File: config.mk
export PLATFORM = sky130hd
export DESIGN_NAME = mie_exec
export DESIGN_NICKNAME = d
export VERILOG_FILES = /design/src/rtl/mie_pkg.sv /design/src/rtl/mie_exec.sv
export SDC_FILE = /design/constraint.sdc
export NUM_CORES = 1
export LEC_CHECK = 0
export ABC_CLOCK_PERIOD_IN_PS = 2050
export BUFFER_PORTS_ARGS = -buffer_cell sky130_fd_sc_hd__buf_2
export CORE_ASPECT_RATIO = 1.1
export CORE_MARGIN = 3
export CORE_UTILIZATION = 43
export CTS_CLUSTER_DIAMETER = 50
export DETAILED_ROUTE_END_ITERATION = 6
export PLACE_DENSITY = 0.77
export SLEW_MARGIN = 25
export SYNTH_ARGS = -nofsm -noshare
export SYNTH_HDL_FRONTEND = slang
export SYNTH_SLANG_ARGS = --single-unit
File: constraint.sdc
create_clock -name CLK_I -period 2.05 [get_ports CLK_I]
set_input_delay 0.205 -clock CLK_I [delete_from_list [all_inputs] [get_ports CLK_I]]
set_output_delay 0.205 -clock CLK_I [all_outputs]
set_load 0.02 [all_outputs]
File: src/rtl/mie_pkg.sv
// Purpose: Constants for the miscellaneous instruction executor.
// Assumes: APB slave with 32-bit data, one register per aligned word.
// Notes: Opcodes are 10-bit program words.
// How it works
// RULE_01 - RC clock select opcode selects the RC clock and stops the on-chip oscillator.
// RULE_02 - Decrement-index opcode subtracts one from the 4-bit index and stores it.
// RULE_03 - After decrement, index equal to 15 skips the next instruction.
// RULE_04 - Interrupt-mask opcode clears the enable flag; interrupts go off one cycle later.
// RULE_05 - Interrupt-unmask opcode sets the enable flag; interrupts come on one cycle later.
// RULE_06 - Watchdog-halt-arm opcode lets a later power-down stop the watchdog.
// RULE_07 - Power-down opcodes act only right after the power-down-arm opcode.
// RULE_08 - Every opcode is one word, one machine cycle, and leaves carry alone.
package mie_pkg;

  localparam int OP_W = 10;
  localparam int ADDR_W = 12;
  localparam int IDX_W = 4;

  // Documented opcodes.
  localparam logic [OP_W-1:0] OP_RC_CLOCK_SELECT = 10'h29b;
  localparam logic [OP_W-1:0] OP_DECREMENT_INDEX = 10'h017;
  localparam logic [OP_W-1:0] OP_INTERRUPT_MASK = 10'h004;
  localparam logic [OP_W-1:0] OP_INTERRUPT_UNMASK = 10'h005;
  localparam logic [OP_W-1:0] OP_POWERDOWN_ARM = 10'h05b;
  localparam logic [IDX_W-1:0] IDX_SKIP_VALUE = 4'hf;

  // Register byte offsets.
  localparam logic [ADDR_W-1:0] OFF_OPCODE = 12'h000;
  localparam logic [ADDR_W-1:0] OFF_INDEX = 12'h004;
  localparam logic [ADDR_W-1:0] OFF_STATUS = 12'h008;

  // Index register fields.
  localparam int IDX_LSB = 0;
  localparam int IDX_CARRY_B = 8;

  // Status register bits.
  localparam int ST_INTERRUPT_ENABLE_FLAG_FLAG_B = 0;
  localparam int ST_INT_EN_B = 1;
  localparam int ST_RC_SEL_B = 2;
  localparam int ST_OSC_STOP_B = 3;
  localparam int ST_WDT_ARM_B = 4;
  localparam int ST_PD_ARM_B = 5;
  localparam int ST_SKIP_B = 6;
  localparam int ST_BAD_OP_B = 7;
  localparam int ST_PD_REFUSED_B = 8;

  // Reset values.
  localparam logic [IDX_W-1:0] RST_INDEX = 4'h0;
  localparam logic RST_CARRY = 1'b0;
  localparam logic RST_INTERRUPT_ENABLE_FLAG = 1'b0;
  localparam logic RST_RC_SEL = 1'b0;

  typedef struct packed {
    logic ready;
    logic [31:0] rdata;
    logic slverr;
    logic [OP_W-1:0] last_op;
    logic [IDX_W-1:0] idx;
    logic carry;
    logic interrupt_enable_flag_flag;
    logic int_en;
    logic rc_sel;
    logic wdt_arm;
    logic pd_arm;
    logic skip;
    logic skip_pulse;
    logic pd;
    logic pd_alt;
    logic wdt_stop;
    logic bad_op;
    logic pd_refused;
  } mie_state_t;

endpackage : mie_pkg

File: src/rtl/mie_exec.sv
// Purpose: Executes the clock, index, interrupt, watchdog and power-down opcodes.
// Assumes: One APB write to the opcode register is one machine cycle.
// Notes: Power-down and watchdog stop leave as one-cycle requests to the core.
`timescale 1ns/1ns
`default_nettype none

module mie_exec
  import mie_pkg::*;
#(
  parameter logic [OP_W-1:0] OP_WATCHDOG_HALT_ARM = 10'h29c,
  parameter logic [OP_W-1:0] OP_POWERDOWN = 10'h2a0,
  parameter logic [OP_W-1:0] OP_POWERDOWN_ALT = 10'h2a1
) (
  input wire logic CLK_I,
  input wire logic RST_B_I,
  input wire logic PSEL_I,
  input wire logic PENABLE_I,
  input wire logic PWRITE_I,
  input wire logic [ADDR_W-1:0] PADDR_I,
  input wire logic [31:0] PWDATA_I,
  output logic PREADY_O,
  output logic [31:0] PRDATA_O,
  output logic PSLVERR_O,
  output logic RC_CLK_SEL_O,
  output logic OSC_STOP_O,
  output logic INT_ENABLE_O,
  output logic [IDX_W-1:0] INDEX_O,
  output logic CARRY_O,
  output logic SKIP_O,
  output logic PWR_DOWN_O,
  output logic PWR_DOWN_ALT_O,
  output logic WDT_STOP_O
);

  mie_state_t q;
  mie_state_t next_q;
  logic access;
  logic done;
  logic hit_op;
  logic hit_idx;
  logic hit_st;
  logic [OP_W-1:0] op;
  logic [IDX_W-1:0] dec_idx;

  // Bus phase decode; the answer comes one cycle into the access phase.
  assign access = PSEL_I & PENABLE_I;
  assign done = access & q.ready;
  assign hit_op = (PADDR_I == OFF_OPCODE);
  assign hit_idx = (PADDR_I == OFF_INDEX);
  assign hit_st = (PADDR_I == OFF_STATUS);
  assign op = PWDATA_I[OP_W-1:0];
  assign dec_idx = q.idx - 4'h1; // RULE_02

  // Next-state logic for bus slave and instruction execution together.
  always_comb begin
    next_q = q;
    next_q.ready = access & ~q.ready;
    next_q.skip_pulse = 1'b0;
    next_q.pd = 1'b0;
    next_q.pd_alt = 1'b0;
    next_q.wdt_stop = 1'b0;
    // Read data and error are prepared in the first access cycle.
    if (access & ~q.ready) begin
      next_q.rdata = 32'h0;
      next_q.slverr = ~(hit_op | hit_idx | hit_st);
      if (!PWRITE_I) begin
        if (hit_op) begin
          next_q.rdata[OP_W-1:0] = q.last_op;
        end
        if (hit_idx) begin
          next_q.rdata[IDX_LSB +: IDX_W] = q.idx;
          next_q.rdata[IDX_CARRY_B] = q.carry;
        end
        if (hit_st) begin
          next_q.rdata[ST_INTERRUPT_ENABLE_FLAG_FLAG_B] = q.interrupt_enable_flag_flag;
          next_q.rdata[ST_INT_EN_B] = q.int_en;
          next_q.rdata[ST_RC_SEL_B] = q.rc_sel;
          next_q.rdata[ST_OSC_STOP_B] = q.rc_sel;
          next_q.rdata[ST_WDT_ARM_B] = q.wdt_arm;
          next_q.rdata[ST_PD_ARM_B] = q.pd_arm;
          next_q.rdata[ST_SKIP_B] = q.skip;
          next_q.rdata[ST_BAD_OP_B] = q.bad_op;
          next_q.rdata[ST_PD_REFUSED_B] = q.pd_refused;
        end
      end
    end
    // Software may load index and carry directly; instructions never touch carry.
    if (done & PWRITE_I & hit_idx) begin
      next_q.idx = PWDATA_I[IDX_LSB +: IDX_W];
      next_q.carry = PWDATA_I[IDX_CARRY_B];
    end
    // One opcode write is one whole machine cycle.
    if (done & PWRITE_I & hit_op) begin
      next_q.last_op = op;
      // The flag reaches the interrupt logic one machine cycle late.
      next_q.int_en = q.interrupt_enable_flag_flag; // RULE_04 RULE_05
      // Arming lasts exactly one instruction, so only the next one can use it.
      next_q.pd_arm = 1'b0; // RULE_07
      next_q.bad_op = 1'b0;
      next_q.pd_refused = 1'b0;
      if (q.skip) begin
        // A skipped word still costs its machine cycle but does nothing.
        next_q.skip = 1'b0; // RULE_03
      end else begin
        next_q.skip = 1'b0;
        case (op)
          OP_RC_CLOCK_SELECT: begin
            next_q.rc_sel = 1'b1; // RULE_01
          end
          OP_DECREMENT_INDEX: begin
            next_q.idx = dec_idx; // RULE_02
            if (dec_idx == IDX_SKIP_VALUE) begin
              next_q.skip = 1'b1; // RULE_03
              next_q.skip_pulse = 1'b1; // RULE_03
            end
          end
          OP_INTERRUPT_MASK: begin
            next_q.interrupt_enable_flag_flag = 1'b0; // RULE_04
          end
          OP_INTERRUPT_UNMASK: begin
            next_q.interrupt_enable_flag_flag = 1'b1; // RULE_05
          end
          OP_POWERDOWN_ARM: begin
            next_q.pd_arm = 1'b1; // RULE_07
          end
          OP_WATCHDOG_HALT_ARM: begin
            next_q.wdt_arm = 1'b1; // RULE_06
          end
          OP_POWERDOWN, OP_POWERDOWN_ALT: begin
            // Without the arming word just before, power-down is refused.
            if (q.pd_arm) begin
              next_q.pd = (op == OP_POWERDOWN); // RULE_07
              next_q.pd_alt = (op == OP_POWERDOWN_ALT); // RULE_07
              next_q.wdt_stop = q.wdt_arm; // RULE_06
            end else begin
              next_q.pd_refused = 1'b1; // RULE_07
            end
          end
          default: begin
            next_q.bad_op = 1'b1;
          end
        endcase
      end
    end
  end

  // State register with synchronous active-low reset.
  always_ff @(posedge CLK_I) begin
    if (!RST_B_I) begin
      q <= '0;
      q.idx <= RST_INDEX;
      q.carry <= RST_CARRY;
      q.interrupt_enable_flag_flag <= RST_INTERRUPT_ENABLE_FLAG;
      q.int_en <= RST_INTERRUPT_ENABLE_FLAG;
      q.rc_sel <= RST_RC_SEL;
    end else begin
      q <= next_q;
    end
  end

  // Outputs come straight from state flip-flops.
  assign PREADY_O = q.ready;
  assign PRDATA_O = q.rdata;
  assign PSLVERR_O = q.slverr;
  assign RC_CLK_SEL_O = q.rc_sel; // RULE_01
  assign OSC_STOP_O = q.rc_sel; // RULE_01
  assign INT_ENABLE_O = q.int_en;
  assign INDEX_O = q.idx;
  assign CARRY_O = q.carry; // RULE_08
  assign SKIP_O = q.skip_pulse;
  assign PWR_DOWN_O = q.pd;
  assign PWR_DOWN_ALT_O = q.pd_alt;
  assign WDT_STOP_O = q.wdt_stop;

endmodule : mie_exec

`default_nettype wire

==> flow_metrics.py <==
metrics = {
    "route": {
        "avgRoutedWirePerCell_um": 14.6,
        "first_pass_iters": 4,
        "wl_mm": 5.15,
        "drt-initial-drc-count": 156,
        "via_per_inst": 5.51,
        "num_vias": 1939,
        "antenna_left": 0,
        "drc_errors": 0,
    },
    "clock_network": {
        "clkLatencyLatePin_ns": 0.30,
        "clock_path_buffers": 2,
        "htreeDepth": 2,
        "clkTransAtPathRegs_ns": 0.07,
        "cts_hold_buf": 0,
        "root_buffer": "clkbuf_8",
        "ctsResizeCount": 0,
        "post_cts_buffers": 0,
        "numCtsBuffers": 5,
        "cts_tree": "built",
        "cts_sinks": 39,
    },
    "yosys": {
        "syn_inst": 248,
        "synth_enable_flop_cells": 0,
        "synth-main-ff-cell": "dfxtp_1",
        "syn-cell-area_um2": 2130,
        "ys_ff_latch": 39,
        "ys_types": 51,
        "ys_seq_area_share_pct": 36.7,
        "synthArstFlopShare_pct": 0,
        "ys_warn_count": 0,
        "avgSynthCellArea_um2": 8.59,
    },
    "power_and_ir_drop": {
        "p_leak_nw": 1.06,
        "powerDensity_nw_per_um2": 651,
        "peakVddDrop_uv": 288,
    },
    "timing": {
        "hold_viol": 0,
        "rsz0062_at_grt": "no",
        "setup_viol": 0,
        "tightest_slew_ns": 0.493,
        "final.min_clock_period_ns": 1.81,
        "slew_headroom_pct": 66.9,
        "skew_ns": 0.0101,
        "fmax_mhz": 551,
        "period_share_pct": 88.5,
        "whs_ns": 0.164,
        "finalMaxSlewViolations": 0,
    },
    "worst_setup_path": {
        "end_kind": "register",
        "r2r_slack_ns": 0.33,
        "timing.rr.end": "q[6]",
        "reg2reg_depth": 3,
        "critPathKind": "primary input to register",
        "cp.required_ns": 2.29,
        "crit_path_end": "q[6]",
        "path_max_fanout": 4,
        "crit_path_start_kind": "primary input",
        "arrival_ns": 2.06,
        "cp-startpoint": "PWDATA_I[8]",
        "timing.rr.start": "q[6]",
    },
    "global_routing": {
        "track_usage_pct": 18.7,
        "grt_max_degree": 23,
        "grt_overflow": 0,
        "grt_pass1_wl_mm": 8.46,
        "antenna_found_initial": 0,
        "grt_pass1_vias": 1812,
    },
    "flow_run": {
        "maxCapViolCount": 0,
    },
    "placement": {
        "dp_hpwl_mm": 3.86,
        "io_buffers": 50,
        "place.gp.congestion": 0.858,
        "placedInstanceArea_um2": 2330,
    },
    "layout": {
        "syn2layout_area_growth_pct": 15.3,
        "mostFrequentLayoutCells": "buf_2 (50), dfxtp_1 (39), nand2_1 (30), conb_1 (22), a21oi_1 (17)",
        "stdcell_area_um2": 2450,
        "final_common_cell": "buf_2",
        "final_util_pct": 52.0,
        "nNetsFinal": 345,
        "drive_above_1_share_pct": 28.4,
        "n_antenna_cell": 0,
    },
    "floorplan": {
        "ios": 95,
        "design.core.area_um2": 4720,
        "start_util_pct": 45.1,
        "die_h_um": 79.8,
        "die-area_um2": 5830,
        "rows": 26,
        "die_x_um": 73.1,
    },
    "hold_path": {
        "min_path_type": "primary input to register",
    },
    "status": {
        "status": "complete, no violations",
    },
}
-- power breakdown --
group	switching (W)	total (W)	leakage, nW	internal [W]
logic	0.000102	0.000152	0.682	0.0000499
clock network	0.000286	0.000686	0.0618	0.000400
registers	0.00000152	0.000760	0.314	0.000759
total	0.000389	0.00160	1.06	0.00121
-- state kept, by name, indices dropped and copies added, names as in the netlist --
register,cells
WDT_STOP_O,1
PRDATA_O,10
INDEX_O,4
PWR_DOWN_ALT_O,1
PWR_DOWN_O,1
PREADY_O,1
INT_ENABLE_O,1
SKIP_O,1
q,16
CARRY_O,1
PSLVERR_O,1
OSC_STOP_O,1
-- worst max-delay path: stages --
cell and delay (ns):
buf_2 0.10, or4_4 0.55, or4_4 0.56, nor4_1 0.47, a31o_2 0.17
-- synth_stat cells, types with 2 or more instances --
library cell / instances / share of area [%]
inv_1: 5 / 0.88
a2bb2oi_1: 2 / 0.82
o41ai_1: 2 / 0.82
dfxtp_1: 39 / 37
or4_4: 2 / 1.1
nand4b_1: 2 / 0.82
mux2i_1: 4 / 1.9
and2_1: 3 / 0.88
clkbuf_1: 9 / 1.6
a221o_1: 6 / 2.8
a21oi_1: 17 / 4.0
nand4_1: 4 / 1.2
and3_1: 7 / 2.1
o21ai_0: 3 / 0.70
mux2_2: 2 / 1.1
or3_1: 2 / 0.59
nor4b_1: 2 / 0.82
buf_4: 37 / 13
nand3_1: 7 / 1.6
o211ai_1: 4 / 1.4
nand2_1: 30 / 5.3
nor2b_1: 3 / 0.88
or4_1: 5 / 1.8
nor3_1: 3 / 0.70
o32a_1: 2 / 0.94
and4_1: 2 / 0.82
o2111ai_1: 2 / 0.82
or3b_2: 2 / 0.82
o21a_1: 2 / 0.70
nor2_1: 7 / 1.2
nand3b_1: 5 / 1.8
nor4_1: 7 / 2.1
-- area by class of cell --
type / count / area (um2)
Clock buffer: 6 / 82.6
Timing Repair Buffer: 66 / 370
Fill cell: 474 / 2260
Tap cell: 56 / 70.1
Sequential cell: 39 / 781
Inverter: 5 / 18.8
Multi-Input combinational cell: 178 / 1090
Clock inverter: 2 / 38.8
-- per-layer routing --
| metal | up-vias | GRT usage, % | share of wire, % |
|---|---|---|---|
| met5 | - | 0 | 0 |
| met1 | 904 | 24.4 | 43 |
| met3 | 7 | 3.53 | 7.8 |
| met2 | 82 | 30.1 | 48 |
| li1 | 946 | - | - |
| met4 | 0 | 7.56 | 1.6 |
-- cell families (layout without fill, tap and decap cells) --
family	after synthesis	after routing	share of synthesized area (%)
AND/OR/NAND/NOR	100	100	27.5
buffers and inverters	52	79	15.7
AO/OA/AOI/OAI	48	48	16.0
flip-flops	39	39	36.7
multiplexers	6	6	2.94
adder cells (fa/ha/maj)	1	1	0.587
other	1	22	0.176
XOR/XNOR	1	1	0.411
-- how the worst min path moves through the flow --
stage           startpoint          to  cells after the start
2_1_floorplan  PWDATA_I[0]  PWR_DOWN_O                      1
3_3_place_gp         q[17]       q[17]                      2
3_5_place_dp         q[22]       q[22]                      2
4_1_cts        PWDATA_I[0]  PWR_DOWN_O                      2
5_1_grt        PWDATA_I[0]  PWR_DOWN_O                      2
6_report       PWDATA_I[0]  PWR_DOWN_O                      2
-- through the flow --
step                      TNS, ns  worst slack [ns]  power [W]  std cells
after floorplan                 0             0.122   0.000889        269
after CTS                       0             0.250    0.00161        352
after detailed placement   -0.136           -0.0599   0.000927        344
final                           0             0.235    0.00160        352
after global routing            0             0.130    0.00166        352
after global placement    -0.0421           -0.0259   0.000925        344
Note: power is estimated with default switching activity, not from simulation.
